### src/stop_mode_pkg.sv
// package of register map, field positions and enums for the stop-mode controller
package stop_mode_pkg;
  localparam int ADDR_W = 12;
  localparam logic [11:0] CTRL_ADDR = 12'h000;
  localparam logic [11:0] STAT_ADDR = 12'h004;
  localparam logic [11:0] IRQ_STAT_ADDR = 12'h008;
  localparam logic [11:0] IRQ_MASK_ADDR = 12'h00C;
  localparam logic [11:0] DOMAIN_ADDR = 12'h010;
  // control register bits
  localparam int CTRL_STOP_INSTR_EN = 0;
  localparam int CTRL_DEEP_STOP_SEL = 1;
  localparam int CTRL_LV_DETECT_EN = 2;
  localparam int CTRL_LV_STOP_EN = 3;
  localparam int CTRL_IREF_EN = 4;
  localparam int CTRL_IREF_STOP_EN = 5;
  localparam int CTRL_OSC_HIGH_RANGE = 6;
  localparam int CTRL_ADC_ASYNC_CLK = 7;
  localparam int CTRL_CMP_BANDGAP = 8;
  localparam int CTRL_RTC_STOP_EN = 9;
  localparam int CTRL_PD_ACK = 10;
  localparam int CTRL_W = 11;
  localparam logic [10:0] CTRL_RESET = 11'h001;
  // status / irq bits
  localparam int EV_STOP3 = 0;
  localparam int EV_STOP2 = 1;
  localparam int EV_WAKE = 2;
  localparam int EV_ILLEGAL = 3;
  localparam int EV_W = 4;
  // domain state codes, two bits per domain
  localparam logic [1:0] DOM_ON = 2'h0;
  localparam logic [1:0] DOM_STANDBY = 2'h1;
  localparam logic [1:0] DOM_OFF = 2'h2;
  localparam int DOM_N = 13;
  // domain indices
  localparam int D_CPU = 0;
  localparam int D_RAM = 1;
  localparam int D_FLASH = 2;
  localparam int D_PORTS = 3;
  localparam int D_ADC = 4;
  localparam int D_CMP = 5;
  localparam int D_DEBUG = 6;
  localparam int D_CLKGEN = 7;
  localparam int D_SERIAL = 8;
  localparam int D_VDET = 9;
  localparam int D_TIMERS = 10;
  localparam int D_RTC = 11;
  localparam int D_CRYSTAL = 12;
  localparam int D_REG = 13;
  localparam int DOM_TOTAL = 14;
  typedef enum logic [1:0] {RUN, STOP3, STOP2} mode_t;
endpackage

### src/stop_cfg_if.sv
// interface carrying latched stop-entry configuration to the domain planner
`timescale 1ns/1ps
interface stop_cfg_if;
  logic debugOn;
  logic vdetOn;
  logic vdetStop;
  logic irefEn;
  logic irefStopEn;
  logic oscHigh;
  logic adcAsync;
  logic cmpBandgap;
  logic rtcEn;
  stop_mode_pkg::mode_t mode;
  modport src (output debugOn, vdetOn, vdetStop, irefEn, irefStopEn, oscHigh, adcAsync,
    cmpBandgap, rtcEn, mode);
  modport dst (input debugOn, vdetOn, vdetStop, irefEn, irefStopEn, oscHigh, adcAsync,
    cmpBandgap, rtcEn, mode);
endinterface

### src/pin_sync.sv
// two-flop synchroniser for a bus of asynchronous inputs
`timescale 1ns/1ps
module pin_sync #(
  parameter int W = 2
) (
  input wire logic clk,
  input wire logic rstn,
  input wire logic [W-1:0] asyncIn,
  output logic [W-1:0] syncOut
);
  logic [W-1:0] meta_reg;
  always_ff @(posedge clk or negedge rstn) begin
    if (!rstn) begin
      meta_reg <= '0;
      syncOut <= '0;
    end else begin
      meta_reg <= asyncIn;
      syncOut <= meta_reg;
    end
  end
endmodule

### src/domain_plan.sv
// combinational map from stop mode and latched config to per-domain power state
`timescale 1ns/1ps
module domain_plan (
  stop_cfg_if.dst cfg,
  output logic [2*stop_mode_pkg::DOM_TOTAL-1:0] domState
);
  logic vdetActive;
  always_comb begin
    vdetActive = cfg.vdetOn && cfg.vdetStop;
    domState = '0;
    for (int i = 0; i < stop_mode_pkg::DOM_TOTAL; i++) begin
      unique case (cfg.mode)
        stop_mode_pkg::STOP2: domState[2*i +: 2] = stop_mode_pkg::DOM_OFF;
        stop_mode_pkg::STOP3: domState[2*i +: 2] = stop_mode_pkg::DOM_STANDBY;
        default: domState[2*i +: 2] = stop_mode_pkg::DOM_ON;
      endcase
    end
    if (cfg.mode == stop_mode_pkg::STOP2) begin
      domState[2*stop_mode_pkg::D_RAM +: 2] = stop_mode_pkg::DOM_STANDBY;
      domState[2*stop_mode_pkg::D_REG +: 2] = stop_mode_pkg::DOM_STANDBY;
      domState[2*stop_mode_pkg::D_RTC +: 2] =
        cfg.rtcEn ? stop_mode_pkg::DOM_ON : stop_mode_pkg::DOM_OFF;
    end
    if (cfg.mode == stop_mode_pkg::STOP3) begin
      if (cfg.adcAsync && vdetActive)
        domState[2*stop_mode_pkg::D_ADC +: 2] = stop_mode_pkg::DOM_ON;
      if (!cfg.cmpBandgap || vdetActive)
        domState[2*stop_mode_pkg::D_CMP +: 2] = stop_mode_pkg::DOM_ON;
      if (cfg.debugOn)
        domState[2*stop_mode_pkg::D_DEBUG +: 2] = stop_mode_pkg::DOM_ON;
      if (cfg.irefEn && cfg.irefStopEn)
        domState[2*stop_mode_pkg::D_CLKGEN +: 2] = stop_mode_pkg::DOM_ON;
      if (vdetActive)
        domState[2*stop_mode_pkg::D_VDET +: 2] = stop_mode_pkg::DOM_ON;
      if (cfg.rtcEn)
        domState[2*stop_mode_pkg::D_RTC +: 2] = stop_mode_pkg::DOM_ON;
      if (cfg.debugOn || vdetActive)
        domState[2*stop_mode_pkg::D_REG +: 2] = stop_mode_pkg::DOM_ON;
      if (!cfg.oscHigh || vdetActive)
        domState[2*stop_mode_pkg::D_CRYSTAL +: 2] = stop_mode_pkg::DOM_ON;
    end
  end
endmodule

### src/stop_mode_domain_control.sv
// stop-mode controller: APB registers, mode selection, clock gating and domain states
// Overview of operation
// - stop gates all peripheral clocks
// - debug enable keeps only debug clock
// - debug enable promotes stop2 to stop3
// - low-voltage stop enable with detector enable promotes stop2
// - regulator on if debug or detector
// - converter on needs async clock, detector
// - bandgap comparator needs detector in stop3
// - clock source runs in stop3 if both enables
// - high-range oscillator needs detector
// - stop2 powers off nearly everything
// - stop3 holds logic in standby
// - stop disabled gives illegal-opcode reset
// - wake flag, pins latched after stop2 until acknowledge
//
// The address map and the APB interface to the registers were left to the implementer.
`timescale 1ns/1ps
module stop_mode_domain_control (
  input wire logic clk,
  input wire logic rstn,
  input wire logic psel,
  input wire logic penable,
  input wire logic pwrite,
  input wire logic [stop_mode_pkg::ADDR_W-1:0] paddr,
  input wire logic [31:0] pwdata,
  output logic [31:0] prdata,
  output logic pready,
  output logic pslverr,
  input wire logic stopInstr,
  input wire logic debug_entry_enable,
  input wire logic wakeReq,
  input wire logic rtcWakeReq,
  output logic periphClkEn,
  output logic debugClkEn,
  output logic cpuClkEn,
  output logic illegalOpReset,
  output logic pinLatchHold,
  output logic [2*stop_mode_pkg::DOM_TOTAL-1:0] domainState,
  output logic irq
);
  logic [stop_mode_pkg::CTRL_W-1:0] ctrl_reg;
  logic [stop_mode_pkg::EV_W-1:0] evStat_reg;
  logic [stop_mode_pkg::EV_W-1:0] evMask_reg;
  logic [stop_mode_pkg::EV_W-1:0] evSet;
  logic powerdown_wake_flag_reg;
  logic cfgDebug_reg;
  logic cfgVdetOn_reg;
  logic cfgVdetStop_reg;
  logic cfgIref_reg;
  logic cfgIrefStop_reg;
  logic cfgOscHigh_reg;
  logic cfgAdcAsync_reg;
  logic cfgCmpBg_reg;
  logic cfgRtc_reg;
  stop_mode_pkg::mode_t mode_reg;
  stop_mode_pkg::mode_t mode_next;
  logic [1:0] wakeSync;
  logic wakeS;
  logic rtcWakeS;
  logic debugS;
  logic debugSync;
  logic apbWrite;
  logic apbRead;
  logic [2*stop_mode_pkg::DOM_TOTAL-1:0] planState;
  logic stopTake;
  logic stopEntry;

  stop_cfg_if cfgBus ();

  pin_sync #(.W(3)) uSync (
    .clk(clk),
    .rstn(rstn),
    .asyncIn({debug_entry_enable, rtcWakeReq, wakeReq}),
    .syncOut({debugSync, wakeSync})
  );
  assign wakeS = wakeSync[0];
  assign rtcWakeS = wakeSync[1];
  assign debugS = debugSync;

  // single-cycle APB: every access completes in its access phase
  assign apbWrite = psel && penable && pwrite;
  assign apbRead = psel && !penable && !pwrite;
  assign stopTake = stopInstr && (mode_reg == stop_mode_pkg::RUN);
  assign stopEntry = stopTake && ctrl_reg[stop_mode_pkg::CTRL_STOP_INSTR_EN];

  // mode decision at stop entry
  always_comb begin
    mode_next = mode_reg;
    unique case (mode_reg)
      stop_mode_pkg::RUN: begin
        if (stopTake && ctrl_reg[stop_mode_pkg::CTRL_STOP_INSTR_EN]) begin
          if (debugS) begin
            mode_next = stop_mode_pkg::STOP3;
          end else if (ctrl_reg[stop_mode_pkg::CTRL_LV_DETECT_EN] &&
                       ctrl_reg[stop_mode_pkg::CTRL_LV_STOP_EN]) begin
            mode_next = stop_mode_pkg::STOP3;
          end else if (ctrl_reg[stop_mode_pkg::CTRL_DEEP_STOP_SEL]) begin
            mode_next = stop_mode_pkg::STOP2;
          end else begin
            mode_next = stop_mode_pkg::STOP3;
          end
        end
      end
      stop_mode_pkg::STOP3: begin
        if (wakeS || rtcWakeS) begin
          mode_next = stop_mode_pkg::RUN;
        end
      end
      stop_mode_pkg::STOP2: begin
        if (wakeS || (rtcWakeS && cfgRtc_reg)) begin
          mode_next = stop_mode_pkg::RUN;
        end
      end
      default: mode_next = stop_mode_pkg::RUN;
    endcase
  end

  always_ff @(posedge clk or negedge rstn) begin
    if (!rstn) begin
      mode_reg <= stop_mode_pkg::RUN;
    end else begin
      mode_reg <= mode_next;
    end
  end

  // configuration captured at the stop instruction
  always_ff @(posedge clk or negedge rstn) begin
    if (!rstn) begin
      cfgDebug_reg <= 1'b0;
      cfgVdetOn_reg <= 1'b0;
      cfgVdetStop_reg <= 1'b0;
      cfgIref_reg <= 1'b0;
      cfgIrefStop_reg <= 1'b0;
      cfgOscHigh_reg <= 1'b0;
      cfgAdcAsync_reg <= 1'b0;
      cfgCmpBg_reg <= 1'b0;
      cfgRtc_reg <= 1'b0;
    end else if (stopEntry) begin
      cfgDebug_reg <= debugS;
      cfgVdetOn_reg <= ctrl_reg[stop_mode_pkg::CTRL_LV_DETECT_EN];
      cfgVdetStop_reg <= ctrl_reg[stop_mode_pkg::CTRL_LV_STOP_EN];
      cfgIref_reg <= ctrl_reg[stop_mode_pkg::CTRL_IREF_EN];
      cfgIrefStop_reg <= ctrl_reg[stop_mode_pkg::CTRL_IREF_STOP_EN];
      cfgOscHigh_reg <= ctrl_reg[stop_mode_pkg::CTRL_OSC_HIGH_RANGE];
      cfgAdcAsync_reg <= ctrl_reg[stop_mode_pkg::CTRL_ADC_ASYNC_CLK];
      cfgCmpBg_reg <= ctrl_reg[stop_mode_pkg::CTRL_CMP_BANDGAP];
      cfgRtc_reg <= ctrl_reg[stop_mode_pkg::CTRL_RTC_STOP_EN];
    end
  end

  // at the entry edge the plan must see the settings being captured, not the last ones
  assign cfgBus.debugOn = stopEntry ? debugS : cfgDebug_reg;
  assign cfgBus.vdetOn = stopEntry ? ctrl_reg[stop_mode_pkg::CTRL_LV_DETECT_EN] :
                         cfgVdetOn_reg;
  assign cfgBus.vdetStop = stopEntry ? ctrl_reg[stop_mode_pkg::CTRL_LV_STOP_EN] :
                           cfgVdetStop_reg;
  assign cfgBus.irefEn = stopEntry ? ctrl_reg[stop_mode_pkg::CTRL_IREF_EN] :
                         cfgIref_reg;
  assign cfgBus.irefStopEn = stopEntry ? ctrl_reg[stop_mode_pkg::CTRL_IREF_STOP_EN] :
                             cfgIrefStop_reg;
  assign cfgBus.oscHigh = stopEntry ? ctrl_reg[stop_mode_pkg::CTRL_OSC_HIGH_RANGE] :
                          cfgOscHigh_reg;
  assign cfgBus.adcAsync = stopEntry ? ctrl_reg[stop_mode_pkg::CTRL_ADC_ASYNC_CLK] :
                           cfgAdcAsync_reg;
  assign cfgBus.cmpBandgap = stopEntry ? ctrl_reg[stop_mode_pkg::CTRL_CMP_BANDGAP] :
                             cfgCmpBg_reg;
  assign cfgBus.rtcEn = stopEntry ? ctrl_reg[stop_mode_pkg::CTRL_RTC_STOP_EN] :
                        cfgRtc_reg;
  assign cfgBus.mode = mode_next;

  domain_plan uPlan (
    .cfg(cfgBus),
    .domState(planState)
  );

  // clock gates and domain states, registered from mode_next so they change on the same edge as mode_reg
  always_ff @(posedge clk or negedge rstn) begin
    if (!rstn) begin
      periphClkEn <= 1'b1;
      cpuClkEn <= 1'b1;
      debugClkEn <= 1'b1;
      domainState <= '0;
    end else begin
      periphClkEn <= (mode_next == stop_mode_pkg::RUN);
      cpuClkEn <= (mode_next == stop_mode_pkg::RUN);
      debugClkEn <= (mode_next == stop_mode_pkg::RUN) ||
                    ((mode_next == stop_mode_pkg::STOP3) && cfgBus.debugOn);
      domainState <= planState;
    end
  end

  // illegal-opcode reset request, one-cycle pulse
  always_ff @(posedge clk or negedge rstn) begin
    if (!rstn) begin
      illegalOpReset <= 1'b0;
    end else begin
      illegalOpReset <= stopTake && !ctrl_reg[stop_mode_pkg::CTRL_STOP_INSTR_EN];
    end
  end

  // wake flag and pin latch after stop2 exit
  always_ff @(posedge clk or negedge rstn) begin
    if (!rstn) begin
      powerdown_wake_flag_reg <= 1'b0;
      pinLatchHold <= 1'b0;
    end else begin
      if (mode_reg == stop_mode_pkg::STOP2 && mode_next == stop_mode_pkg::RUN) begin
        powerdown_wake_flag_reg <= 1'b1;
      end else if (apbWrite && paddr == stop_mode_pkg::CTRL_ADDR &&
                   pwdata[stop_mode_pkg::CTRL_PD_ACK]) begin
        powerdown_wake_flag_reg <= 1'b0;
      end
      if (mode_next != stop_mode_pkg::RUN) begin
        pinLatchHold <= 1'b1;
      end else if (mode_reg == stop_mode_pkg::STOP3) begin
        pinLatchHold <= 1'b0;
      end else if (apbWrite && paddr == stop_mode_pkg::CTRL_ADDR &&
                   pwdata[stop_mode_pkg::CTRL_PD_ACK] && !(mode_reg == stop_mode_pkg::STOP2)) begin
        pinLatchHold <= 1'b0;
      end
    end
  end

  // control register; acknowledge bit self-clears
  always_ff @(posedge clk or negedge rstn) begin
    if (!rstn) begin
      ctrl_reg <= stop_mode_pkg::CTRL_RESET;
    end else if (apbWrite && paddr == stop_mode_pkg::CTRL_ADDR) begin
      ctrl_reg <= pwdata[stop_mode_pkg::CTRL_W-1:0] &
                  ~(stop_mode_pkg::CTRL_W'(1) << stop_mode_pkg::CTRL_PD_ACK);
    end
  end

  // event status, write-one-to-clear, set wins
  assign evSet[stop_mode_pkg::EV_STOP3] = (mode_reg != stop_mode_pkg::STOP3) &&
                                          (mode_next == stop_mode_pkg::STOP3);
  assign evSet[stop_mode_pkg::EV_STOP2] = (mode_reg != stop_mode_pkg::STOP2) &&
                                          (mode_next == stop_mode_pkg::STOP2);
  assign evSet[stop_mode_pkg::EV_WAKE] = (mode_reg != stop_mode_pkg::RUN) &&
                                         (mode_next == stop_mode_pkg::RUN);
  assign evSet[stop_mode_pkg::EV_ILLEGAL] = stopTake &&
                                            !ctrl_reg[stop_mode_pkg::CTRL_STOP_INSTR_EN];

  always_ff @(posedge clk or negedge rstn) begin
    if (!rstn) begin
      evStat_reg <= '0;
    end else begin
      for (int i = 0; i < stop_mode_pkg::EV_W; i++) begin
        if (evSet[i]) begin
          evStat_reg[i] <= 1'b1;
        end else if (apbWrite && paddr == stop_mode_pkg::IRQ_STAT_ADDR && pwdata[i]) begin
          evStat_reg[i] <= 1'b0;
        end
      end
    end
  end

  always_ff @(posedge clk or negedge rstn) begin
    if (!rstn) begin
      evMask_reg <= '0;
    end else if (apbWrite && paddr == stop_mode_pkg::IRQ_MASK_ADDR) begin
      evMask_reg <= pwdata[stop_mode_pkg::EV_W-1:0];
    end
  end

  always_ff @(posedge clk or negedge rstn) begin
    if (!rstn) begin
      irq <= 1'b0;
    end else begin
      irq <= |(evStat_reg & evMask_reg);
    end
  end

  // APB read data registered in setup phase, ready in access phase
  always_ff @(posedge clk or negedge rstn) begin
    if (!rstn) begin
      prdata <= '0;
      pready <= 1'b0;
      pslverr <= 1'b0;
    end else begin
      pready <= psel && !penable;
      pslverr <= psel && !penable && !(paddr == stop_mode_pkg::CTRL_ADDR ||
                 paddr == stop_mode_pkg::STAT_ADDR || paddr == stop_mode_pkg::IRQ_STAT_ADDR ||
                 paddr == stop_mode_pkg::IRQ_MASK_ADDR || paddr == stop_mode_pkg::DOMAIN_ADDR);
      prdata <= '0;
      if (apbRead) begin
        unique case (paddr)
          stop_mode_pkg::CTRL_ADDR: prdata <= 32'(ctrl_reg);
          stop_mode_pkg::STAT_ADDR: prdata <= 32'({pinLatchHold, powerdown_wake_flag_reg,
                                                   debugS, mode_reg});
          stop_mode_pkg::IRQ_STAT_ADDR: prdata <= 32'(evStat_reg);
          stop_mode_pkg::IRQ_MASK_ADDR: prdata <= 32'(evMask_reg);
          stop_mode_pkg::DOMAIN_ADDR: prdata <= 32'(domainState);
          default: prdata <= '0;
        endcase
      end
    end
  end
endmodule

### config.mk
export PLATFORM = sky130hd
export DESIGN_NAME = stop_mode_domain_control
export DESIGN_NICKNAME = d
export VERILOG_FILES = /design/src/stop_mode_pkg.sv /design/src/stop_cfg_if.sv /design/src/pin_sync.sv /design/src/domain_plan.sv /design/src/stop_mode_domain_control.sv
export SDC_FILE = /design/constraint.sdc
export NUM_CORES = 1
export LEC_CHECK = 0
export BUFFER_PORTS_ARGS = -buffer_cell sky130_fd_sc_hd__buf_2
export CELL_PAD_IN_SITES_DETAIL_PLACEMENT = 0
export CELL_PAD_IN_SITES_GLOBAL_PLACEMENT = 1
export CORE_ASPECT_RATIO = 2
export CORE_MARGIN = 2
export CORE_UTILIZATION = 44
export DETAILED_ROUTE_END_ITERATION = 7
export GPL_ROUTABILITY_DRIVEN = 0
export PLACE_DENSITY_LB_ADDON = 0.12
export SLEW_MARGIN = 40
export SYNTH_ARGS = -nofsm -noshare
export SYNTH_HDL_FRONTEND = slang
export SYNTH_HIERARCHICAL = 1
export SYNTH_SLANG_ARGS = --single-unit
export TNS_END_PERCENT = 30
### constraint.sdc
create_clock -name clk -period 3.25 [get_ports clk]
set_input_delay 0.4875 -clock clk [delete_from_list [all_inputs] [get_ports clk]]
set_output_delay 0.4875 -clock clk [all_outputs]
set_load 0.01 [all_outputs]
; Word level (Yosys, flattened, before mapping)
; Index checks and enable logic that the tools add are counted.
[op_classes]
eq_ne = 10
mux = 47
bitwise = 1
reduce_logical = 56
[op_table]
columns = operator, n
row1 = one-hot mux 28 bit (5 select lines), 1
row2 = two-way mux 2 bit, 16
row3 = two-way mux 28 bit, 1
row4 = logical AND 1 bit, 27
row5 = two-way mux 1 bit, 25
row6 = "== test 12 x 4 -> 1 bit, second input constant", 2
row7 = nonzero test 2 bit, 7
row8 = "== test 12 x 3 -> 1 bit, second input constant", 1
row9 = "== test 12 x 5 -> 1 bit, second input constant", 1
row10 = zero test 12 bit, 1
row11 = logical OR 1 bit, 10
row12 = two-way mux 8 bit, 1
row13 = zero test 1 bit, 7
row14 = two-way mux 6 bit, 1
row15 = one-hot mux 2 bit (3 select lines), 1
row16 = bitwise AND 4 bit, 1
row17 = "== test 2 x 1 -> 1 bit, second input constant", 2
row18 = "== test 2 bit, second input constant", 2
row19 = zero test 2 bit, 2
row20 = one-hot mux 2 bit (2 select lines), 1
row21 = OR reduction 4 bit, 1
row22 = nonzero test 3 bit, 1
row23 = "inequality test 2 x 1 -> 1 bit, second input constant", 1
row24 = "inequality test 2 bit, second input constant", 1
[totals]
regBits = 103
inputBits = 53
out_inout_bits = 68
wordCells = 142

; Logic depth before layout (Yosys ltp)
; Gate-level depths: netlist (run 1).
[logic_depth]
ltp_word = 10
mapped_depth = 7
ltp_nobuf = 7

; Modules after synthesis
; Netlist (run 1), hierarchy kept.
[by_module_without_submodules]
columns = mod, instances, cells_per_inst, area_per_inst_um2, seq_area_each_um2
row1 = stop_mode_domain_control, 1, 241, 3480.8, 2331.0
row2 = domain_plan, 1, 37, 269.0, 0.0
row3 = pin_sync, 1, 6, 150.1, 150.1

; Least setup slack after synthesis (run 1)
; Ideal clock, no wire load.
[synth_path]
kind = flip-flop to flip-flop
start = register ctrl_reg[0] (netlist name)
end = register domainState[10] (netlist name)
setup_time_ps = 120
arrival_time_ps = 1915
required_time_ps = 3130
path_slack_ps = 1215
path_stages_with_launch = 8
n_path_buf = 0
period_less_slack_ps = 2035
path_cell_list = dfstp_2 > nor4bb_1 > nand3_1 > o21ai_0 > inv_1 > ha_1 > nor2b_1 > a31o_2
[synth_via]
elab_chain_cells = 7
elab_cells_between_ends = 14
cone_classes = 2 x eq/ne / 8 x mux / 4 x reduce/logical
[synth_rtl]
columns = item, line_no
row1 = "start, declared", stop_mode_domain_control.sv:42  ; logic [stop_mode_pkg::CTRL_W-1:0] ctrl_reg;
row2 = "start signal, assigned", stop_mode_domain_control.sv:228  ; ctrl_reg <= stop_mode_pkg::CTRL_RESET;
row3 = "start signal, assigned", stop_mode_domain_control.sv:230  ; ctrl_reg <= pwdata[stop_mode_pkg::CTRL_W-1:0] &
row4 = logical AND 1 bit *, stop_mode_domain_control.sv:92  ; if (stopTake && ctrl_reg[stop_mode_pkg::CTRL_STOP_INSTR_EN]) begin
row5 = two-way mux 2 bit *, stop_mode_domain_control.sv:92
row6 = one-hot mux 2 bit (3 select lines) *, stop_mode_domain_control.sv:90  ; unique case (mode_reg)
row7 = net cfgBus.mode[1], stop_cfg_if.sv:13  ; stop_mode_pkg::mode_t mode;
row8 = == test 2 x 1 -> 1 bit or == test 2 bit (tied branches), --
row9 = one-hot mux 2 bit (2 select lines) *, --
row10 = "net planState, one bit", stop_mode_domain_control.sv:65  ; logic [2*stop_mode_pkg::DOM_TOTAL-1:0] planState;
row11 = two-way mux 2 bit, domain_plan.sv:27  ; if (!cfg.cmpBandgap || vdetActive)
row12 = two-way mux 8 bit *, domain_plan.sv:24  ; if (cfg.mode == stop_mode_pkg::STOP3) begin
row13 = "net planState, one bit", stop_mode_domain_control.sv:65
row14 = "end signal, assigned", stop_mode_domain_control.sv:189  ; domainState <= planState;
row15 = "end, declared", stop_mode_domain_control.sv:39  ; output logic [2*stop_mode_pkg::DOM_TOTAL-1:0] domainState,
; Mark *: on every way through the listed nets, which the timed path passes. The rest lies on a longest branch.
; A chain may end at the register's enable or synchronous reset.

; Worst setup path after layout (run 1)
; Same ends and word-level chain as after synthesis.

==> impl_metrics.tcl, run 1 <==
set metrics [dict create \
    layout-drive-gt1-share 0.4424 \
    ys.flop_type "dfrtp_1" \
    rsz0062_at_grt "false" \
    crit_path_start_kind "register" \
    clock_skew_ns 0.006424 \
    finalCritPeriodShare 0.7752 \
    drc 0 \
    clockRootBuffer "clkbuf_16" \
    finalHoldViolations 0 \
    grt.overflow.total 0 \
    cp.arrival_ns 2.74 \
    max_slew_margin 0.4995 \
    tightest_slew_ns 0.7452 \
    reg2reg_from "ctrl_reg[0]$_DFFE_PN1N_" \
    synth_seq_area_share 0.6362 \
    pre_cts_ws_ns 0.7049 \
    antenna_cells 0 \
    die_x_um 70.57 \
    rr_worst_depth 8 \
    cap_violations 0 \
    final_cell_mix "dfrtp_1, buf_2, mux2_2" \
    ys_types 50 \
    synth_edf_count 0 \
    p_leak_nw 2.464 \
    vdd_drop_max_mv 0.2308 \
    rr_endpoint "domainState[10]$_DFF_PN0_" \
    period_minus_slack_ns 2.519 \
    synth_area_um2 3900 \
    h-tree-depth 3 \
    fill_cells 795 \
    fin_nets 426 \
    power.total_mw 2.324 \
    final_common_cell "dfrtp_1" \
    async_reset_ff_frac 1.000 \
    firstDrtPassIters 4 \
    multiInputGateArea_um2 1191 \
    die-area_um2 9678 \
    synth_cells 284 \
    critical_path_required_ns 3.47 \
    num_vias 2351 \
    die_h_um 137.1 \
    slew_violations 0 \
    path_max_fanout 12 \
    fin_ws_ns 0.7308 \
    cts_tree "built" \
    ff2ff_setup_slack_ns 0.73 \
    fin_setup_tns_ns 0 \
    wire_per_inst_um 16.67 \
    cts_resized 0 \
    numCtsBuffers 9 \
    port_buffers 95 \
    antenna_found_initial 0 \
    p_per_area_nw_per_um2 502.3 \
    postCtsSetupRepairBufs 0 \
    io_pins 121 \
    wirelength_um 7887 \
    drt-initial-drc-count 68 \
    status "finished, final reports clean" \
    cts_hold_buf 0 \
    area_growth_pct 18.64 \
    path_clk_slew_ns 0.06 \
    grt_pass1_vias 2398 \
    clk_latency_ns 0.33 \
    clock_sinks 99 \
    clock_path_buffers 2 \
    regArea_um2 2481 \
    start_util 0.4510 \
    min-delay-path-class "primary input to asynchronous set/reset pin" \
    synth_warnings 6 \
    ys_ff_latch 99 \
    dp_hpwl_um 5966 \
    criticalPathCategory "register to register" \
    synth_area_per_cell_um2 13.73 \
    placementRows 48 \
    ant_nets 0 \
    fin_util 0.5350 \
    clock.fmax_mhz 396.9 \
    core_um2 8648 \
    post_drt_via_cell_ratio 4.970 \
    grt_max_degree 43 \
    finalSetupViolCount 0 \
    gr-usage-all-layers 0.1722 \
    grt_pass1_wl_um 12450 \
    end_kind "register" \
]
==> per-stage QoR <==
stage	area, um^2	cells	hold WS, ns
after floorplan	3915	288	0.1919
after global placement	4347	458	0.3340
after detailed placement	4347	458	0.3356
after CTS	4627	473	0.1313
after global routing	4627	473	0.1567
final	4627	473	0.1156
==> routing by layer <==
layer	GRT usage	vias up	wire (um)
li1	-	1120	-
met4	0.08805	0	230
met2	0.3087	63	4427
met1	0.1881	1154	2904
met3	0.03829	14	324
met5	0	-	0
==> Yosys cell counts (all sizes together), types with 5 or more instances <==
library cell	instances	area [um^2]
dfrtp	96	2402
o21ai	8	40.04
nor2	8	30.03
buf	28	200.2
nand3	6	30.03
mux2	18	206.4
mux2i	7	70.07
a21oi	7	35.03
nand4	5	58.80
inv	13	48.80
and2	18	132.6
nand2	15	56.30
==> worst max-delay path: stages, from the launching register on <==
cell and delay (ns):
dfstp_2 0.55, nor4bb_2 0.27, buf_4 0.25, nand3_1 0.15, o21ai_0 0.28, inv_1 0.15
ha_1 0.34, nor2b_1 0.19, a31o_2 0.22
==> final cells by class <==
class	instances	area share
Multi-Input combinational cell	148	0.2574
Clock buffer	12	0.05544
Inverter	13	0.01055
Clock inverter	3	0.005138
Timing Repair Buffer	98	0.1082
Tap cell	100	0.02704
Sequential cell	99	0.5362
==> cells by family after synthesis <==
logic type,count (synthesis),synth area share
other cells,2,0.001926
simple gates,72,0.1274
mux,29,0.09400
buf+inv,41,0.06384
flops,99,0.6362
fa+ha+maj,4,0.01283
compound gates,37,0.06385
==> worst max path at each step <==
stage / to / cells past startpoint / from
floorplan: domainState[10]$_DFF_PN0_ / 7 / ctrl_reg[0]$_DFFE_PN1N_
global placement: domainState[10]$_DFF_PN0_ / 8 / ctrl_reg[0]$_DFFE_PN1N_
detailed placement: domainState[10]$_DFF_PN0_ / 8 / ctrl_reg[0]$_DFFE_PN1N_
CTS: domainState[10]$_DFF_PN0_ / 8 / ctrl_reg[0]$_DFFE_PN1N_
global route: domainState[10]$_DFF_PN0_ / 8 / ctrl_reg[0]$_DFFE_PN1N_
finish: domainState[10]$_DFF_PN0_ / 8 / ctrl_reg[0]$_DFFE_PN1N_
==> report_power, final <==
part           switching [mW]  internal, mW
logic                  0.0588        0.0296
registers             0.00486          1.24
clock network           0.433         0.558
(Power assumes the default switching activity.)
==> inputs of run 2 (changes only) <==
Settings changed: CORE_UTILIZATION 44 to 37.
Clock period 3.25 ns to 2.02 ns, I/O delays scaled along.
==> impl_metrics.tcl, run 2 (synthesis gave the netlist of run 1 again) <==
set metrics [dict create \
    status "finished, final reports clean" \
    core_um2 10410 \
    finalCritPeriodShare 0.9425 \
    path_max_fanout 5 \
    finalHoldViolations 0 \
    num_vias 2458 \
    dpl_cell_area_um2 4541 \
    fill_cells 1018 \
    antenna_cells 0 \
    stdcell_count 532 \
    post_drt_via_cell_ratio 4.620 \
    path_clk_slew_ns 0.07 \
    firstDrtPassIters 4 \
    slew_violations 0 \
    grt_pass1_wl_um 13490 \
    design_area_um2 4888 \
    final_common_cell "dfrtp_1" \
    place_inst 513 \
    fin_nets 447 \
    clock_path_buffers 2 \
    cts_tree "built" \
    p_leak_nw 2.584 \
    finalSetupViolCount 0 \
    intPower_mw 3.024 \
    drt-initial-drc-count 100 \
    layout-drive-gt1-share 0.4785 \
    clockRootBuffer "clkbuf_16" \
    dp_hpwl_um 6532 \
    drc 0 \
    area_growth_pct 25.34 \
    grt_max_degree 37 \
    power_frac_seq 0.517 \
    grt.overflow.total 0 \
    numCtsBuffers 9 \
    die-area_um2 11430 \
    start_util 0.3746 \
    h-tree-depth 3 \
    p_per_area_nw_per_um2 792.0 \
    die_h_um 149.2 \
    wire_per_inst_um 16.01 \
    cp.arrival_ns 2.14 \
    cap_violations 0 \
    io_pins 121 \
    wirelength_um 8516 \
    clock_sinks 99 \
    end_kind "register" \
    criticalPathCategory "register to register" \
    combPwrFrac 0.040 \
    clock.fmax_mhz 525.3 \
    final_cell_mix "dfrtp_1, buf_2, buf_4" \
    ant_nets 0 \
    critical_path_required_ns 2.25 \
    antenna_found_initial 0 \
    grt_pass1_vias 2586 \
    port_buffers 95 \
    p_clk_frac 0.443 \
    rsz0062_at_grt "false" \
    crit_path_start_kind "register" \
    clock_skew_ns 0.007479 \
    switching_share 0.2190 \
    period_minus_slack_ns 1.904 \
    min-delay-path-class "primary input to register" \
    gr-usage-all-layers 0.1575 \
    vdd_drop_max_mv 0.3656 \
    die_x_um 76.60 \
    p_sw_mw 0.8479 \
    placementRows 53 \
    clk_latency_ns 0.34 \
]
run 2: worst max-delay path, stage by stage, from the launching register on:
cell	delay (ns)
dfstp_2	0.53
nor4bb_4	0.28
nand3_2	0.15
o21ai_1	0.14
inv_1	0.08
ha_1	0.25
nor2b_1	0.17
a31o_2	0.21
run 2: stage by stage:
stage / total power, mW / setup TNS, ns / setup WS [ns] / hold WS (ns) / utilization
2_1_floorplan: 2.101 / 0 / 0.02829 / 0.007409 / -
3_3_place_gp: 2.194 / -0.5882 / -0.05000 / 0.2864 / 0.4361
3_5_place_dp: 2.197 / -0.7429 / -0.05979 / 0.2912 / 0.4361
4_1_cts: 3.931 / 0 / 0.004390 / 0.05592 / 0.4669
5_1_grt: 4.028 / 0 / 0.02621 / 0.06103 / 0.4695
6_report: 3.872 / 0 / 0.1162 / 0.06670 / 0.4695
run 2: final cells by class:
class	instances	area (um^2)	area share
clock buffer	10	229.0	0.04684
clock inverter	6	72.57	0.01485
tap	137	171.4	0.03507
timing repair buffer	119	673.1	0.1377
inverter	13	48.80	0.009982
sequential	99	2481	0.5076
multi-input combinational	148	1212	0.2480
run 2: layer usage:
metal,vias to the layer above,routed length (um),global-route usage
li1,1160,-,-
met3,15,292,0.02966
met5,-,0,0
met4,0,297,0.08818
met2,65,4962,0.2991
met1,1218,2964,0.1582
run 2: path summary, 6_finish.rpt:
| check | slack [ns] | start | end | depth (start not counted) |
|---|---|---|---|---|
| worst max-delay path | 0.12 | ctrl_reg[0]$_DFFE_PN1N_ | domainState[10]$_DFF_PN0_ | 7 |
| worst min-delay path | 0.07 | wakeReq | uSync/meta_reg[0]$_DFF_PN0_ | 1 |
| worst max register to register | 0.12 | ctrl_reg[0]$_DFFE_PN1N_ | domainState[10]$_DFF_PN0_ | 7 |
| worst min register to register | 0.35 | uSync/meta_reg[0]$_DFF_PN0_ | uSync/syncOut[0]$_DFF_PN0_ | 0 |
| max in group asynchronous | 0.84 | rstn | ctrl_reg[0]$_DFFE_PN1N_ | 3 |
| min in group asynchronous | 0.46 | rstn | prdata[19]$_DFF_PN0_ | 2 |
run 2: power groups by stage:
stage / sequential [mW] / combinational [mW] / clock [mW]
2_1_floorplan: 2.04 / 0.0590 / 0
3_3_place_gp: 2.04 / 0.154 / 0
3_5_place_dp: 2.04 / 0.156 / 0
4_1_cts: 2.00 / 0.159 / 1.77
5_1_grt: 2.00 / 0.173 / 1.85
6_report: 2.00 / 0.153 / 1.72
run 2: what timing repair did:
item	in CTS	in global routing
endpoints found under the hold margin	33	0
endpoints found under the setup margin	17	21
pin swaps	0	1
hold buffers	1	0
buffers inserted	0	2
resized for setup	1	4
==> inputs of run 3 (changes only) <==
Settings changed: ABC_AREA set to 1, CORE_UTILIZATION 37 to 42.
Clock period 2.02 ns to 2.38 ns, I/O delays scaled along.
==> impl_metrics.tcl, run 3 <==
set metrics [dict create \
    status "finished, final reports clean" \
    drt-initial-drc-count 191 \
    synth_seq_area_share 0.6218 \
    synth_area_per_cell_um2 9.685 \
    start_util 0.4281 \
    p_leak_nw 2.585 \
    finalHoldViolations 0 \
    synth-compound-area-share 0.03826 \
    finalSetupViolCount 0 \
    fin_util 0.5094 \
    synth_area_um2 3990 \
    async_reset_ff_frac 1.000 \
    clock_sinks 99 \
    clock_skew_ns 0.008064 \
    ant_nets 0 \
    ys.flop_type "dfrtp_1" \
    final_cell_mix "nand2_1, dfrtp_1, buf_2" \
    synth_top_family_by_area "simple AND/OR/NAND/NOR gates" \
    layout-drive-gt1-share 0.2829 \
    p_sw_mw 0.7336 \
    grt_pass1_wl_um 14510 \
    synth_cells 412 \
    h-tree-depth 3 \
    cts_resized 0 \
    critical_path_required_ns 2.65 \
    cp.arrival_ns 2.29 \
    synth_warnings 6 \
    min-delay-path-class "primary input to asynchronous set/reset pin" \
    clock_path_buffers 2 \
    end_kind "register" \
    synth_top_area_frac 0.6021 \
    dp_hpwl_um 6880 \
    ys_top_cells_by_count "nand2_1, dfrtp_1, nor2_1, nand3_1, inv_1" \
    criticalPathCategory "register to register" \
    yosysTopAreaCell "dfrtp_1" \
    drc 0 \
    port_buffers 95 \
    io_pins 121 \
    ys_ff_latch 99 \
    die-area_um2 10340 \
    final_common_cell "nand2_1" \
    antenna_cells 0 \
    numCtsBuffers 9 \
    die_h_um 141.8 \
    synth.mux.area_fraction 0 \
    cts_hold_buf 0 \
    placementRows 50 \
    rsz0062_at_grt "false" \
    ys_types 26 \
    clock.fmax_mhz 495.3 \
    finalCritPeriodShare 0.8482 \
    antenna_found_initial 0 \
    synthXorXnorAreaFrac 0 \
    stdcell_count 606 \
    post_drt_via_cell_ratio 4.777 \
    cts_tree "built" \
    crit_path_start_kind "register" \
    cap_violations 0 \
    wire_per_inst_um 14.82 \
    firstDrtPassIters 4 \
    clockRootBuffer "clkbuf_16" \
    path_max_fanout 19 \
    grt_pass1_vias 2861 \
    synth_adder_area_share 0.01254 \
    wirelength_um 8982 \
    fin_nets 554 \
    synthSimpleGateAreaFrac 0.2330 \
    postCtsSetupRepairBufs 0 \
    combPwrFrac 0.036 \
    synth_edf_count 0 \
    intPower_mw 2.587 \
    grt.overflow.total 0 \
    synth_area_leaders "dfrtp_1, nand2_1, nand3_1" \
    grt_max_degree 51 \
    fill_cells 890 \
    path_clk_slew_ns 0.07 \
    p_clk_frac 0.451 \
    num_vias 2895 \
    area_growth_pct 19.00 \
    gr-usage-all-layers 0.1875 \
    core_um2 9321 \
    max_slew_margin 0.5859 \
    fin_setup_tns_ns 0 \
    clk_latency_ns 0.34 \
    switching_share 0.2209 \
    slew_violations 0 \
    power_frac_seq 0.513 \
    period_minus_slack_ns 2.019 \
    die_x_um 72.92 \
    tightest_slew_ns 0.6211 \
    place_inst 590 \
    vdd_drop_max_mv 0.4007 \
    synth.most_common_cell "nand2_1" \
    p_per_area_nw_per_um2 699.4 \
]
==> run 3: power by group through the flow <==
stage | logic [mW] | clock network (mW) | registers [mW]
2_1_floorplan | 0.0427 | 0 | 1.74
3_3_place_gp | 0.122 | 0 | 1.74
3_5_place_dp | 0.124 | 0 | 1.74
4_1_cts | 0.124 | 1.53 | 1.70
5_1_grt | 0.138 | 1.59 | 1.71
6_report | 0.120 | 1.50 | 1.70
==> run 3: cells by family (layout without fill, tap and decap cells) <==
logic type,after synthesis,in the layout
simple gates,210,210
flops,99,99
buf+inv,67,153
compound gates,30,30
fa+ha+maj,4,4
other cells,2,6
==> run 3: worst max-delay path, stage by stage, from the launching register on <==
cell and delay (ns):
dfrtp_1 0.42, nor2_1 0.21, nand3_2 0.10, buf_4 0.21, inv_1 0.06, nand2_1 0.11, nand2_2 0.16, ha_1 0.38
nand2_1 0.16, nor2_1 0.14
==> run 3: cell type report <==
cell class / count / area [um^2] / area share
sequential: 99 / 2481 / 0.5225
timing repair buffer: 102 / 543.0 / 0.1144
inverter: 35 / 131.4 / 0.02767
tap: 104 / 130.1 / 0.02740
clock buffer: 10 / 239.0 / 0.05033
multi-input combinational: 250 / 1155 / 0.2432
clock inverter: 6 / 68.82 / 0.01449
==> run 3: per-layer routing <==
metal	routed length, um	up-vias	global-route usage
met5	0	-	0
met4	196	0	0.07602
met3	342	16	0.03622
met2	5158	74	0.3392
met1	3285	1383	0.2091
li1	-	1422	-
==> run 3: final timing paths <==
check,start,slack [ns],depth (start not counted),end
setup / recovery,mode_reg[0]$_DFF_PN0_,0.36,9,domainState[10]$_DFF_PN0_
hold / removal,rstn,0.02,1,prdata[11]$_DFF_PN0_
setup reg to reg,mode_reg[0]$_DFF_PN0_,0.36,9,domainState[10]$_DFF_PN0_
hold reg to reg,uSync/meta_reg[0]$_DFF_PN0_,0.36,0,uSync/syncOut[0]$_DFF_PN0_
max in group asynchronous,rstn,1.67,2,debugClkEn$_DFF_PN1_
min in group clk,rtcWakeReq,0.12,1,uSync/meta_reg[1]$_DFF_PN0_
==> run 3: through the flow <==
step | hold slack (ns) | instance area, um^2 | setup WS, ns | power, mW
after floorplan | 0.06141 | 4005 | 0.7246 | 1.781
after global placement | 0.3335 | 4441 | 0.4225 | 1.859
after detailed placement | 0.3457 | 4441 | 0.3581 | 1.861
after CTS | 0.04342 | 4748 | 0.3196 | 3.358
after global routing | 0.06941 | 4748 | 0.1242 | 3.437
final | 0.01997 | 4748 | 0.3612 | 3.321
